==> src/design/stn_pkg.sv <==
// shared constants for the colour passive panel timing block
// assumes a 32-bit apb register bus and a single system clock
package stn_pkg;

  // ---------------------------------------------------------------------------
  // bus and counter types
  // ---------------------------------------------------------------------------
  typedef logic [7:0]  addr_t;
  typedef logic [31:0] word_t;
  typedef logic [10:0] cnt_t;
  typedef enum logic {ST_IDLE, ST_RUN} run_t;

  // ---------------------------------------------------------------------------
  // register byte addresses
  // ---------------------------------------------------------------------------
  localparam addr_t ADDR_CTRL   = 8'h00;
  localparam addr_t ADDR_HTIME  = 8'h04;
  localparam addr_t ADDR_VTIME  = 8'h08;
  localparam addr_t ADDR_ALT    = 8'h0c;
  localparam addr_t ADDR_STATUS = 8'h10;
  localparam addr_t ADDR_DATA   = 8'h14;

  // ---------------------------------------------------------------------------
  // field positions
  // ---------------------------------------------------------------------------
  localparam int CTRL_EN_BIT    = 0;
  localparam int CTRL_WIDE_BIT  = 1;
  localparam int CTRL_BPP15_BIT = 2;
  localparam int CTRL_DIV_LSB   = 4;
  localparam int HT_DISP_LSB    = 0;
  localparam int HT_ND_LSB      = 8;
  localparam int VT_DISP_LSB    = 0;
  localparam int VT_ND_LSB      = 16;
  localparam int ALT_RATE_LSB   = 0;
  localparam int ST_LINE_LSB    = 0;
  localparam int ST_EMPTY_BIT   = 16;
  localparam int ST_FULL_BIT    = 17;
  localparam int ST_UNDER_BIT   = 18;
  localparam int ST_RUN_BIT     = 19;

  // ---------------------------------------------------------------------------
  // values after reset
  // ---------------------------------------------------------------------------
  localparam logic [1:0] DIV_RST   = 2'h0;
  localparam logic [6:0] HDISP_RST = 7'h27;
  localparam logic [4:0] HND_RST   = 5'h03;
  localparam logic [9:0] VDISP_RST = 10'h0ef;
  localparam logic [5:0] VND_RST   = 6'h03;
  localparam logic [4:0] ALT_RST   = 5'h00;

  // ---------------------------------------------------------------------------
  // timing in pixel clock periods
  // ---------------------------------------------------------------------------
  localparam cnt_t LINE_W_TS     = 11'h00b;
  localparam cnt_t FRAME_HOLD_TS = 11'h00c;
  localparam cnt_t ALT_BASE_TS   = 11'h003;
  localparam cnt_t RISE_48_TS    = 11'h012;
  localparam cnt_t RISE_15_TS    = 11'h010;
  localparam cnt_t FALL8_48_TS   = 11'h014;
  localparam cnt_t FALL8_15_TS   = 11'h012;
  localparam cnt_t FALL16_48_TS  = 11'h015;
  localparam cnt_t FALL16_15_TS  = 11'h013;
  localparam cnt_t END8_TS       = 11'h003;
  localparam cnt_t END16_TS      = 11'h005;
  localparam cnt_t PER8_TS       = 11'h002;
  localparam cnt_t PER16_TS      = 11'h005;
  localparam cnt_t HIGH8_TS      = 11'h001;
  localparam cnt_t HIGH16_TS     = 11'h002;
  localparam cnt_t LOAD8_PH      = 11'h001;
  localparam cnt_t LOAD16_PH     = 11'h002;

endpackage

==> src/design/stn_fifo.sv <==
// small first-in first-out buffer between the register bus and the panel
// assumes one clock; reads are show-ahead from the storage registers
`timescale 1ns/1ps
module stn_fifo #(
  parameter int WIDTH = 16,
  parameter int DEPTH = 4
) (
  // clock and reset
  input  wire logic             clock,
  input  wire logic             arst_n,
  // filling side
  input  wire logic             in_valid,
  output logic                  in_ready,
  input  wire logic [WIDTH-1:0] in_data,
  // draining side
  output logic                  out_valid,
  input  wire logic             out_ready,
  output logic [WIDTH-1:0]      out_data
);

  localparam int AW = (DEPTH > 1) ? $clog2(DEPTH) : 1;
  localparam logic [AW-1:0] LAST = AW'(DEPTH - 1);
  localparam logic [AW:0]   FULL = (AW + 1)'(DEPTH);

  typedef struct packed {
    logic [DEPTH-1:0][WIDTH-1:0] mem;
    logic [AW-1:0]               wp;
    logic [AW-1:0]               rp;
    logic [AW:0]                 cnt;
  } fifo_t;

  fifo_t st;
  fifo_t next_st;
  logic  push;
  logic  pop;

  always_comb begin
    next_st   = st;
    in_ready  = (st.cnt != FULL);
    out_valid = (st.cnt != '0);
    out_data  = st.mem[st.rp];
    push      = in_valid && in_ready;
    pop       = out_valid && out_ready;
    if (push) begin
      next_st.mem[st.wp] = in_data;
      next_st.wp         = (st.wp == LAST) ? '0 : st.wp + 1'b1;
    end
    if (pop) begin
      next_st.rp = (st.rp == LAST) ? '0 : st.rp + 1'b1;
    end
    if (push && !pop) begin
      next_st.cnt = st.cnt + 1'b1;
    end else if (pop && !push) begin
      next_st.cnt = st.cnt - 1'b1;
    end
  end

  always_ff @(posedge clock or negedge arst_n) begin
    if (!arst_n) begin
      st <= '0;
    end else begin
      st <= next_st;
    end
  end

endmodule

==> src/design/stn_color_panel_timing.sv <==
// timing generator for a single-scan colour passive panel, 8-bit or 16-bit path
// assumes an apb master on the system clock; pixel data arrive through the
// data register and are paced out by the panel timing
//
// The implementer's own choices: register access over APB and the placing of the registers.
`timescale 1ns/1ps
// How it works
// - pixel clock is system clock divided 1..4
// - frame pulse rises 12 Ts into last line
// - frame held 12 Ts; line pulse 11 Ts
// - alt drive toggles after programmed line delay
// - 8-bit shift clock period 2, high 1
// - 8-bit data stable 1 Ts around fall
// - first fall at 20 or 21 Ts
// - at 15/16 bpp first fall 18 or 19
// - first rise at 18 or 16 Ts
// - 8-bit last fall to line fall gap
// - 8-bit last fall to line rise gap
// - 16-bit shift clock period 5, high 2
// - 16-bit data stable 2 Ts around fall
// - 16-bit last fall to line fall gap
// - 16-bit last fall to line rise gap
module stn_color_panel_timing #(
  parameter int FIFO_DEPTH = 4,
  parameter int DATA_WIDTH = 16
) (
  // clock and reset
  input  wire logic           CLOCK,
  input  wire logic           ARST_N,
  // apb slave
  input  wire logic           PSEL,
  input  wire logic           PENABLE,
  input  wire logic           PWRITE,
  input  wire stn_pkg::addr_t PADDR,
  input  wire stn_pkg::word_t PWDATA,
  output stn_pkg::word_t      PRDATA,
  output logic                PREADY,
  output logic                PSLVERR,
  // panel
  output logic                FRAME_PULSE,
  output logic                LINE_PULSE,
  output logic                SHIFT_CLOCK,
  output logic [15:0]         PANEL_DATA,
  output logic                ALT_DRIVE_OUT
);
  import stn_pkg::*;

  // ---------------------------------------------------------------------------
  // state
  // ---------------------------------------------------------------------------
  typedef struct packed {
    logic        enable;
    logic        wide;
    logic        bpp15;
    logic [1:0]  div;
    logic [6:0]  hdisp;
    logic [4:0]  hnd;
    logic [9:0]  vdisp;
    logic [5:0]  vnd;
    logic [4:0]  alt_rate;
    logic        underrun;
    run_t        run;
    logic [1:0]  div_cnt;
    cnt_t        hcnt;
    cnt_t        vcnt;
    cnt_t        ph;
    logic        frame;
    logic        line;
    logic        shift;
    logic        alt;
    logic [15:0] data;
    word_t       rdata;
  } state_t;

  state_t                  st;
  state_t                  next_st;
  logic                    tick;
  cnt_t                    hd8;
  cnt_t                    hn8;
  cnt_t                    line_len;
  cnt_t                    vtotal;
  cnt_t                    first_fall;
  cnt_t                    first_rise;
  cnt_t                    period;
  cnt_t                    high;
  cnt_t                    load_ph;
  cnt_t                    win_start;
  cnt_t                    win_end;
  cnt_t                    alt_dly;
  cnt_t                    nh;
  cnt_t                    nv;
  cnt_t                    nph;
  logic                    in_win;
  logic                    load;
  logic                    pop;
  logic                    wr;
  logic                    push;
  logic                    fifo_in_ready;
  logic                    fifo_out_valid;
  logic [DATA_WIDTH-1:0]   fifo_out_data;

  // ---------------------------------------------------------------------------
  // decoding helpers
  // ---------------------------------------------------------------------------
  function automatic cnt_t by_mode(input logic wide, input logic bpp15,
                                   input cnt_t n8_48, input cnt_t n8_15,
                                   input cnt_t n16_48, input cnt_t n16_15);
    cnt_t r;
    case ({wide, bpp15})
      2'b00:   r = n8_48;
      2'b01:   r = n8_15;
      2'b10:   r = n16_48;
      default: r = n16_15;
    endcase
    return r;
  endfunction

  function automatic logic reg_hit(input addr_t a);
    return (a == ADDR_CTRL) || (a == ADDR_HTIME) || (a == ADDR_VTIME) ||
           (a == ADDR_ALT) || (a == ADDR_STATUS) || (a == ADDR_DATA);
  endfunction

  // ---------------------------------------------------------------------------
  // pixel data buffer
  // ---------------------------------------------------------------------------
  stn_fifo #(
    .WIDTH (DATA_WIDTH),
    .DEPTH (FIFO_DEPTH)
  ) u_fifo (
    .clock     (CLOCK),
    .arst_n    (ARST_N),
    .in_valid  (push),
    .in_ready  (fifo_in_ready),
    .in_data   (PWDATA[DATA_WIDTH-1:0]),
    .out_valid (fifo_out_valid),
    .out_ready (pop),
    .out_data  (fifo_out_data)
  );

  // ---------------------------------------------------------------------------
  // next state
  // ---------------------------------------------------------------------------
  always_comb begin
    next_st    = st;
    tick       = (st.div_cnt == st.div);
    hd8        = (cnt_t'(st.hdisp) + 11'h001) << 3;
    hn8        = (cnt_t'(st.hnd) + 11'h001) << 3;
    line_len   = hd8 + hn8;
    vtotal     = cnt_t'(st.vdisp) + cnt_t'(st.vnd) + 11'h002;
    first_fall = by_mode(st.wide, st.bpp15, FALL8_48_TS, FALL8_15_TS,
                         FALL16_48_TS, FALL16_15_TS);
    first_rise = by_mode(st.wide, st.bpp15, RISE_48_TS, RISE_15_TS,
                         RISE_48_TS, RISE_15_TS);
    period     = st.wide ? PER16_TS : PER8_TS;
    high       = st.wide ? HIGH16_TS : HIGH8_TS;
    load_ph    = st.wide ? LOAD16_PH : LOAD8_PH;
    // the last fall may sit no later than this, which fixes the line-end gaps
    win_end    = hd8 + first_fall - (st.wide ? END16_TS : END8_TS);
    win_start  = first_fall - period;
    alt_dly    = (st.alt_rate == '0) ? ALT_BASE_TS
               : ((cnt_t'(st.alt_rate) + 11'h001) << 3) + ALT_BASE_TS;
    nh         = '0;
    nv         = '0;
    nph        = '0;
    in_win     = 1'b0;
    load       = 1'b0;
    pop        = 1'b0;

    // apb slave: a full data buffer holds the write in its access phase
    push    = PSEL && PENABLE && PWRITE && (PADDR == ADDR_DATA);
    PREADY  = !push || fifo_in_ready;
    PSLVERR = PSEL && PENABLE && !reg_hit(PADDR);
    PRDATA  = st.rdata;
    wr      = PSEL && PENABLE && PWRITE && PREADY && reg_hit(PADDR);
    if (PSEL && !PENABLE) begin
      next_st.rdata = '0;
      case (PADDR)
        ADDR_CTRL: begin
          next_st.rdata[CTRL_EN_BIT]         = st.enable;
          next_st.rdata[CTRL_WIDE_BIT]       = st.wide;
          next_st.rdata[CTRL_BPP15_BIT]      = st.bpp15;
          next_st.rdata[CTRL_DIV_LSB +: 2]   = st.div;
        end
        ADDR_HTIME: begin
          next_st.rdata[HT_DISP_LSB +: 7]    = st.hdisp;
          next_st.rdata[HT_ND_LSB +: 5]      = st.hnd;
        end
        ADDR_VTIME: begin
          next_st.rdata[VT_DISP_LSB +: 10]   = st.vdisp;
          next_st.rdata[VT_ND_LSB +: 6]      = st.vnd;
        end
        ADDR_ALT: begin
          next_st.rdata[ALT_RATE_LSB +: 5]   = st.alt_rate;
        end
        ADDR_STATUS: begin
          next_st.rdata[ST_LINE_LSB +: 11]   = st.vcnt;
          next_st.rdata[ST_EMPTY_BIT]        = !fifo_out_valid;
          next_st.rdata[ST_FULL_BIT]         = !fifo_in_ready;
          next_st.rdata[ST_UNDER_BIT]        = st.underrun;
          next_st.rdata[ST_RUN_BIT]          = (st.run == ST_RUN);
        end
        default: begin
          next_st.rdata = '0;
        end
      endcase
    end
    if (wr) begin
      case (PADDR)
        ADDR_CTRL: begin
          next_st.enable = PWDATA[CTRL_EN_BIT];
          next_st.wide   = PWDATA[CTRL_WIDE_BIT];
          next_st.bpp15  = PWDATA[CTRL_BPP15_BIT];
          next_st.div    = PWDATA[CTRL_DIV_LSB +: 2];
        end
        ADDR_HTIME: begin
          next_st.hdisp = PWDATA[HT_DISP_LSB +: 7];
          next_st.hnd   = PWDATA[HT_ND_LSB +: 5];
        end
        ADDR_VTIME: begin
          next_st.vdisp = PWDATA[VT_DISP_LSB +: 10];
          next_st.vnd   = PWDATA[VT_ND_LSB +: 6];
        end
        ADDR_ALT: begin
          next_st.alt_rate = PWDATA[ALT_RATE_LSB +: 5];
        end
        ADDR_STATUS: begin
          if (PWDATA[ST_UNDER_BIT]) begin
            next_st.underrun = 1'b0;
          end
        end
        default: begin
          next_st.underrun = st.underrun;
        end
      endcase
    end

    // panel timing
    case (st.run)
      ST_IDLE: begin
        if (st.enable) begin
          next_st.run = ST_RUN;
        end
      end
      ST_RUN: begin
        next_st.div_cnt = tick ? 2'h0 : st.div_cnt + 2'h1;
        if (tick) begin
          if (st.hcnt >= line_len - 11'h001) begin
            nh = '0;
            nv = (st.vcnt >= vtotal - 11'h001) ? '0 : st.vcnt + 11'h001;
          end else begin
            nh = st.hcnt + 11'h001;
            nv = st.vcnt;
          end
          nph = (nh == win_start || st.ph >= period - 11'h001) ? '0
              : st.ph + 11'h001;
          // shifting only inside the display part of an active line
          in_win = (nv <= cnt_t'(st.vdisp)) && (nh >= win_start) &&
                   (nh <= win_end);
          next_st.hcnt  = nh;
          next_st.vcnt  = nv;
          next_st.ph    = nph;
          next_st.line  = (nh >= line_len - LINE_W_TS);
          next_st.frame = ((nv == vtotal - 11'h001) && (nh >= FRAME_HOLD_TS)) ||
                          ((nv == '0) && (nh < FRAME_HOLD_TS) && st.frame);
          next_st.shift = in_win && (nh + period - nph <= win_end) &&
                          (((nh >= first_rise) && (nh < first_fall)) ||
                           ((nh >= first_fall) && (nph >= period - high)));
          // new data a fixed phase before each fall keeps setup and hold
          load = in_win && (nph == load_ph) &&
                 (nh + period - load_ph <= win_end);
          if (load) begin
            pop = fifo_out_valid;
            next_st.underrun = st.underrun || !fifo_out_valid;
            if (!fifo_out_valid) begin
              next_st.data = '0;
            end else if (st.wide) begin
              next_st.data = fifo_out_data[15:0];
            end else begin
              next_st.data = {8'h00, fifo_out_data[7:0]};
            end
          end
          if (nh == alt_dly) begin
            next_st.alt = !st.alt;
          end
        end
        if (!st.enable) begin
          next_st.run     = ST_IDLE;
          next_st.div_cnt = '0;
          next_st.hcnt    = '0;
          next_st.vcnt    = '0;
          next_st.ph      = '0;
          next_st.line    = 1'b0;
          next_st.frame   = 1'b0;
          next_st.shift   = 1'b0;
          next_st.alt     = 1'b0;
          next_st.data    = '0;
        end
      end
      default: begin
        next_st.run = ST_IDLE;
      end
    endcase
  end

  // ---------------------------------------------------------------------------
  // registers
  // ---------------------------------------------------------------------------
  always_ff @(posedge CLOCK or negedge ARST_N) begin
    if (!ARST_N) begin
      st          <= '0;
      st.div      <= DIV_RST;
      st.hdisp    <= HDISP_RST;
      st.hnd      <= HND_RST;
      st.vdisp    <= VDISP_RST;
      st.vnd      <= VND_RST;
      st.alt_rate <= ALT_RST;
      st.run      <= ST_IDLE;
    end else begin
      st <= next_st;
    end
  end

  assign FRAME_PULSE   = st.frame;
  assign LINE_PULSE    = st.line;
  assign SHIFT_CLOCK   = st.shift;
  assign PANEL_DATA    = st.data;
  assign ALT_DRIVE_OUT = st.alt;
endmodule

==> config.mk <==
export PLATFORM = sky130hd
export DESIGN_NAME = stn_color_panel_timing
export DESIGN_NICKNAME = d
export VERILOG_FILES = /design/src/design/stn_pkg.sv /design/src/design/stn_fifo.sv /design/src/design/stn_color_panel_timing.sv
export SDC_FILE = /design/constraint.sdc
export NUM_CORES = 1
export LEC_CHECK = 0
export ABC_AREA = 1
export BUFFER_PORTS_ARGS = -buffer_cell sky130_fd_sc_hd__buf_4
export CAP_MARGIN = 40
export CORE_MARGIN = 3
export CORE_UTILIZATION = 45
export CTS_BUF_LIST = sky130_fd_sc_hd__clkbuf_4 sky130_fd_sc_hd__clkbuf_8
export CTS_CLUSTER_DIAMETER = 200
export DETAILED_ROUTE_END_ITERATION = 7
export PLACE_DENSITY = 0.6
export SKIP_LAST_GASP = 1
export SLEW_MARGIN = 20
export SYNTH_ARGS = -nofsm -noshare
export SYNTH_HDL_FRONTEND = slang
export SYNTH_HIERARCHICAL = 1
export SYNTH_SLANG_ARGS = --single-unit
==> constraint.sdc <==
create_clock -name CLOCK -period 22.8 [get_ports CLOCK]
set_input_delay 4.56 -clock CLOCK [delete_from_list [all_inputs] [get_ports CLOCK]]
set_output_delay 4.56 -clock CLOCK [all_outputs]
set_load 0.01 [all_outputs]
After elaboration in Yosys (flattened, before gate mapping)

Cells that the tools add are included.

Bits in registers: 185
Bits of input ports: 45
Output and inout port bits: 54
Logic and storage cells: 198

Add/sub/neg operators: 26
Magnitude comparators: 18
Equal/unequal tests: 18
Multiplexer cells: 52
Bitwise logic cells: 1
Reductions and logical operators: 55

Operators with widths:

| operator                                                             | count |
|---|---|
| 11-bit 2-to-1 mux                                                    | 8 |
| 16-bit 2-to-1 mux                                                    | 5 |
| 11-bit >= comparator                                                 | 7 |
| 64-bit bitwise mux                                                   | 1 |
| 56-bit 2-to-1 mux                                                    | 1 |
| 53-bit 2-to-1 mux                                                    | 1 |
| 11-bit by 1-bit adder with 11-bit output, second input constant      | 3 |
| 11-bit less-or-equal comparator                                      | 3 |
| 16-bit binary-select mux with 2-bit select                           | 1 |
| 16-bit demux with 2-bit select                                       | 1 |
| 1-bit logical AND                                                    | 23 |
| 11-bit == test                                                       | 2 |
| 11-bit by 1-bit subtractor with 11-bit output, second input constant | 2 |
| 11-bit by 3-bit subtractor with 11-bit output                        | 2 |
| 8-bit by 4-bit == test with 1-bit output, second input constant      | 2 |
| 8-bit by 5-bit == test with 1-bit output, second input constant      | 2 |
| 3-bit one-hot mux with 5 select lines                                | 1 |
| 2-bit 2-to-1 mux                                                     | 7 |
| 5-bit by 1-bit adder with 6-bit output, second input constant        | 2 |
| 3-bit 2-to-1 mux                                                     | 4 |
| 10-bit by 6-bit adder with 11-bit output                             | 1 |
| 11-bit adder                                                         | 1 |
| 11-bit by 2-bit adder with 11-bit output, second input constant      | 1 |
| 11-bit by 3-bit adder with 11-bit output                             | 1 |
| 47 further kinds                                                     | 88 |

Logic depth before layout (Yosys ltp)

Depth in word-level cells: 20
Mapped depth: 60
Mapped depth without buffers: 57

Modules after synthesis

The synthesis kept the hierarchy.

By module, submodules not included:

| module                 | times used | cells an instance | area each (um^2) | sequential area each (um^2) |
|---|---|---|---|---|
| stn_color_panel_timing | 1          | 1486              | 10820.4          | 2871.5 |
| stn_fifo               | 1          | 457               | 3621.0           | 1776.7 |

Worst setup path after synthesis

Ideal clock, no wire load.

Path type: input port to output port
From: input PADDR[5]
To: output PSLVERR
Data arrival time: 5.501 ns
Data required time: 18.240 ns
Slack: 12.739 ns
Cell stages on the path: 6
Buffers on the path: 0
Path through: nor4_4 -> nand2_1 -> inv_1 -> nor3_1 -> nand4_1 -> nor2_1

Longest elaborated chain between the ends: 8

Ends and longest elaborated chain:

| what                                                                                 | RTL line                      | text |
|---|---|---|
| start: declaration                                                                   | stn_color_panel_timing.sv:34  | `input wire stn_pkg::addr_t PADDR,` |
| 8-bit by 3-bit == test with 1-bit output / 8-bit logical NOT (equally long branches) | stn_color_panel_timing.sv:119 | `return (a == ADDR_CTRL) \|\| (a == ADDR_HTIME) \|\| (a == ADDR_VTIME) \|\|` |
| 1-bit logical OR (3 in series)                                                       | stn_color_panel_timing.sv:119 |  |
| 1-bit logical OR                                                                     | stn_color_panel_timing.sv:120 | `(a == ADDR_ALT) \|\| (a == ADDR_STATUS) \|\| (a == ADDR_DATA);` |
| 1-bit logical OR (*)                                                                 | stn_color_panel_timing.sv:120 |  |
| 1-bit logical NOT (*)                                                                | stn_color_panel_timing.sv:172 | `PSLVERR = PSEL && PENABLE && !reg_hit(PADDR);` |
| 1-bit logical AND (*)                                                                | stn_color_panel_timing.sv:172 |  |
| end: declaration                                                                     | stn_color_panel_timing.sv:38  | `output logic PSLVERR,` |

Mark *: on every way between the ends. The rest lies on a longest branch, timed or not.

Final worst setup path

From: input PADDR[1]
To: output PSLVERR

Same word-level chain as after synthesis.

==> impl_metrics.json <==
{
  "status": "completed",
  "cp-end-kind": "output port",
  "grt_overflow": 0,
  "syn_area_mm2": 0.0144,
  "num_vias": 12858,
  "hpwl_mm": 30.4,
  "p_sw_share_pct": 27.7,
  "synth-main-ff-cell": "dfrtp_1",
  "ys_top_cells_by_area": "dfrtp_1, nand2_1, ha_1, inv_1, nand4_1",
  "crit_fanout": 11,
  "synth_compound_area_share_pct": 11.0,
  "r2r_slack_ns": 12.46,
  "viasPerCell": 5.44,
  "crit_required_ns": 18.24,
  "drv_cap": 0,
  "yosysWarnings": 6,
  "synth_area_per_cell_um2": 7.43,
  "cts_hold_buf": 0,
  "yosys.area.top_type_share_pct": 29.5,
  "hold_viol": 0,
  "setup_tns_ns": 0,
  "final_cell_area_mm2": 0.0155,
  "cts_buffers": 17,
  "post_cts.resized_instances": 0,
  "p_sw_mw": 0.167,
  "syn_inst": 1943,
  "yosys.area_share.simple_pct": 28.2,
  "antenna_found_initial": 0,
  "layout-drive-gt1-share_pct": 10.3,
  "ios": 99,
  "synth_area_leader_cell": "dfrtp_1",
  "power_mw": 0.602,
  "min_path_type": "reg -> reg",
  "antenna_cells": 0,
  "worstHoldStart": "u_fifo/st[11]$_DFFE_PN0P_",
  "pwr-share-seq_pct": 55.1,
  "cts-root-buf": "clkbuf_8",
  "ir_drop_v": 0.0000428,
  "route.detailed.drc": 0,
  "r2r_start": "st[115]$_DFFE_PN1P_",
  "async_flop_share_pct": 100,
  "crit_path_start_kind": "primary input",
  "yosys.area_share.xor_xnor_pct": 4.67,
  "gp_congestion": 0.879,
  "min_period_ns": 10.90,
  "pwr-share-clk_pct": 39.5,
  "dieArea_mm2": 0.0343,
  "initial_core_util_pct": 46.5,
  "finalSetupViolCount": 0,
  "post_dp_cell_area_mm2": 0.0151,
  "fin_worst_skew_ns": 0.0227,
  "crit_arrival_ns": 6.34,
  "clkTransAtPathRegs_ns": 0.11,
  "port_buffers": 75,
  "synth_fa_ha_area_share_pct": 12.7,
  "layout.nets": 2146,
  "synth-seq-cells": 185,
  "rsz0062_at_grt": "false",
  "fmax_ghz": 0.0917,
  "tightest_slew_ns": 0.806,
  "synth_top_family_by_area": "simple AND/OR/NAND/NOR gates",
  "drt-total-wl_mm": 40.1,
  "grt_max_degree": 84,
  "holdPathStages": 2,
  "worstReg2RegEnd": "u_fifo/st[1]$_DFFE_PN0P_",
  "p_leak_nw": 8.08,
  "wl_per_cell_um": 17.0,
  "muxShareOfSynthArea_pct": 0.234,
  "die_h_um": 185,
  "cts.sinks": 185,
  "ant_nets": 0,
  "whs_endpoint": "u_fifo/st[11]$_DFFE_PN0P_",
  "r2r_cells": 50,
  "seq_area_frac_synth_pct": 32.2,
  "clk_path_buf_depth": 2,
  "fp-row-count": 64,
  "power.share.combinational_pct": 5.4,
  "die_w_um": 185,
  "dr.pass1.iters": 5,
  "clock_latency_ns": 0.48,
  "cts_post_setup_buffers_inserted": 0,
  "h-tree-depth": 4,
  "cts_tree": "yes",
  "synth_edf_count": 0,
  "ys_types": 57,
  "critPathKind": "in -> out",
  "track_usage_pct": 23.9,
  "core-area_mm2": 0.0311,
  "grt_first_pass_wirelength_mm": 65.1,
  "p_int_mw": 0.435,
  "drt_iter0_drc": 1020,
  "min_period_over_period_pct": 47.8,
  "area_delta_synth_final_pct": 7.50,
  "grt_pass1_vias": 12298,
  "slew_headroom_pct": 46.1,
  "drv_slew": 0,
  "power_density_mw_per_mm2": 38.8
}
## cell usage in the layout (no fill, tap or decap), drive strengths merged, types with 2 or more instances in the layout
cell        n
o22ai      34
or2         5
nor4        5
a221oi      3
o21bai      2
ha        139
xor2       57
nand3b     10
mux2        3
a31oi       5
a211oi      9
fa          5
o211ai     17
o31ai       5
nor2      137
clkinvlp    2
or3         2
clkinv      8
o21ai     104
conb       18
clkbuf     18
nand2     527
a21o        5
nand4     111
nor3       13
dfstp      15
buf        92
inv       244
xnor2      20
dfrtp     170
a21oi      83
a21boi      2
nand3      89
## cells by family after synthesis
family,count (synthesis)
AOI/OAI and AO/OA,275
xor gates and xnor gates,77
adders and majority gates,144
buffers and inverters,355
DFF,185
muxes,3
other,2
and+or+nand+nor,902
## cell type report
type                            count  area, um^2
Fill cell                        3138       15500
Multi-Input combinational cell   1419        8280
Sequential cell                   185        4650
Inverter                          241         905
Timing Repair Buffer               93         785
Tap cell                          396         495
Clock buffer                       17         234
Clock inverter                     14         179
## cells in the mapped netlist, types with 6 or more instances
cell / count
nand2_1: 518
inv_1: 226
dfrtp_1: 170
ha_1: 139
nor2_1: 123
nand4_1: 111
o21ai_0: 100
a21oi_1: 82
nand3_1: 77
xor2_1: 57
buf_4: 54
o22ai_1: 34
clkbuf_1: 33
buf_2: 20
xnor2_1: 20
o211ai_1: 17
dfstp_2: 15
nand3_2: 12
nor3_1: 12
inv_2: 11
a211oi_1: 9
nand3b_1: 9
nor2_4: 7
nand2_2: 6
nor2_2: 6
## how the worst max path moves through the flow
stage	from	to	slack (ns)	depth (start not counted)
floorplan	PADDR[5]	PSLVERR	12.74	6
global placement	PADDR[5]	PSLVERR	11.91	8
detailed placement	PADDR[5]	PSLVERR	11.92	8
CTS	PADDR[5]	PSLVERR	11.92	8
global route	st[115]$_DFFE_PN1P_	u_fifo/st[1]$_DFFE_PN0P_	11.36	50
finish	PADDR[1]	PSLVERR	11.90	10
## worst max-delay path: stages
cell and delay, ns:
buf_4 0.11, nor2_1 0.21, inv_1 0.08, nor3_1 0.34, nand2_1 0.41, inv_2 0.24, nor3_1 0.08, nand4_1 0.12
nor2_1 0.06, buf_4 0.14
## flip-flops by register name, indices dropped and copies added, names as in the netlist
name / flops
ALT_DRIVE_OUT: 1
FRAME_PULSE: 1
LINE_PULSE: 1
PANEL_DATA: 16
PRDATA: 19
SHIFT_CLOCK: 1
st: 75
u_fifo/st: 71
## layer usage
metal	part of all wire, %	track usage [%]	vias up
met1	45	31.8	6095
met5	0	0	-
met4	2.3	6.96	0
met2	48	40.9	326
li1	-	-	6388
met3	4.4	2.81	49
## power groups by stage
stage / registers, mW / logic, mW / clock network [mW]
global placement: 0.338 / 0.0316 / 0
global route: 0.332 / 0.0371 / 0.256
detailed placement: 0.338 / 0.0329 / 0
CTS: 0.332 / 0.0330 / 0.243
finish: 0.332 / 0.0328 / 0.238
floorplan: 0.338 / 0.0151 / 0
## per-stage QoR
step	hold slack [ns]	instances	utilization (%)	setup slack (ns)
3_3_place_gp	0.448	2328	48.2	11.91
5_1_grt	0.495	2365	50.0	11.36
4_1_cts	0.480	2363	49.8	11.92
6_report	0.478	2365	50.0	11.90
3_5_place_dp	0.453	2332	48.5	11.92
2_1_floorplan	0.352	1959	-	12.74
No activity file was read; power rests on OpenSTA's default activity.
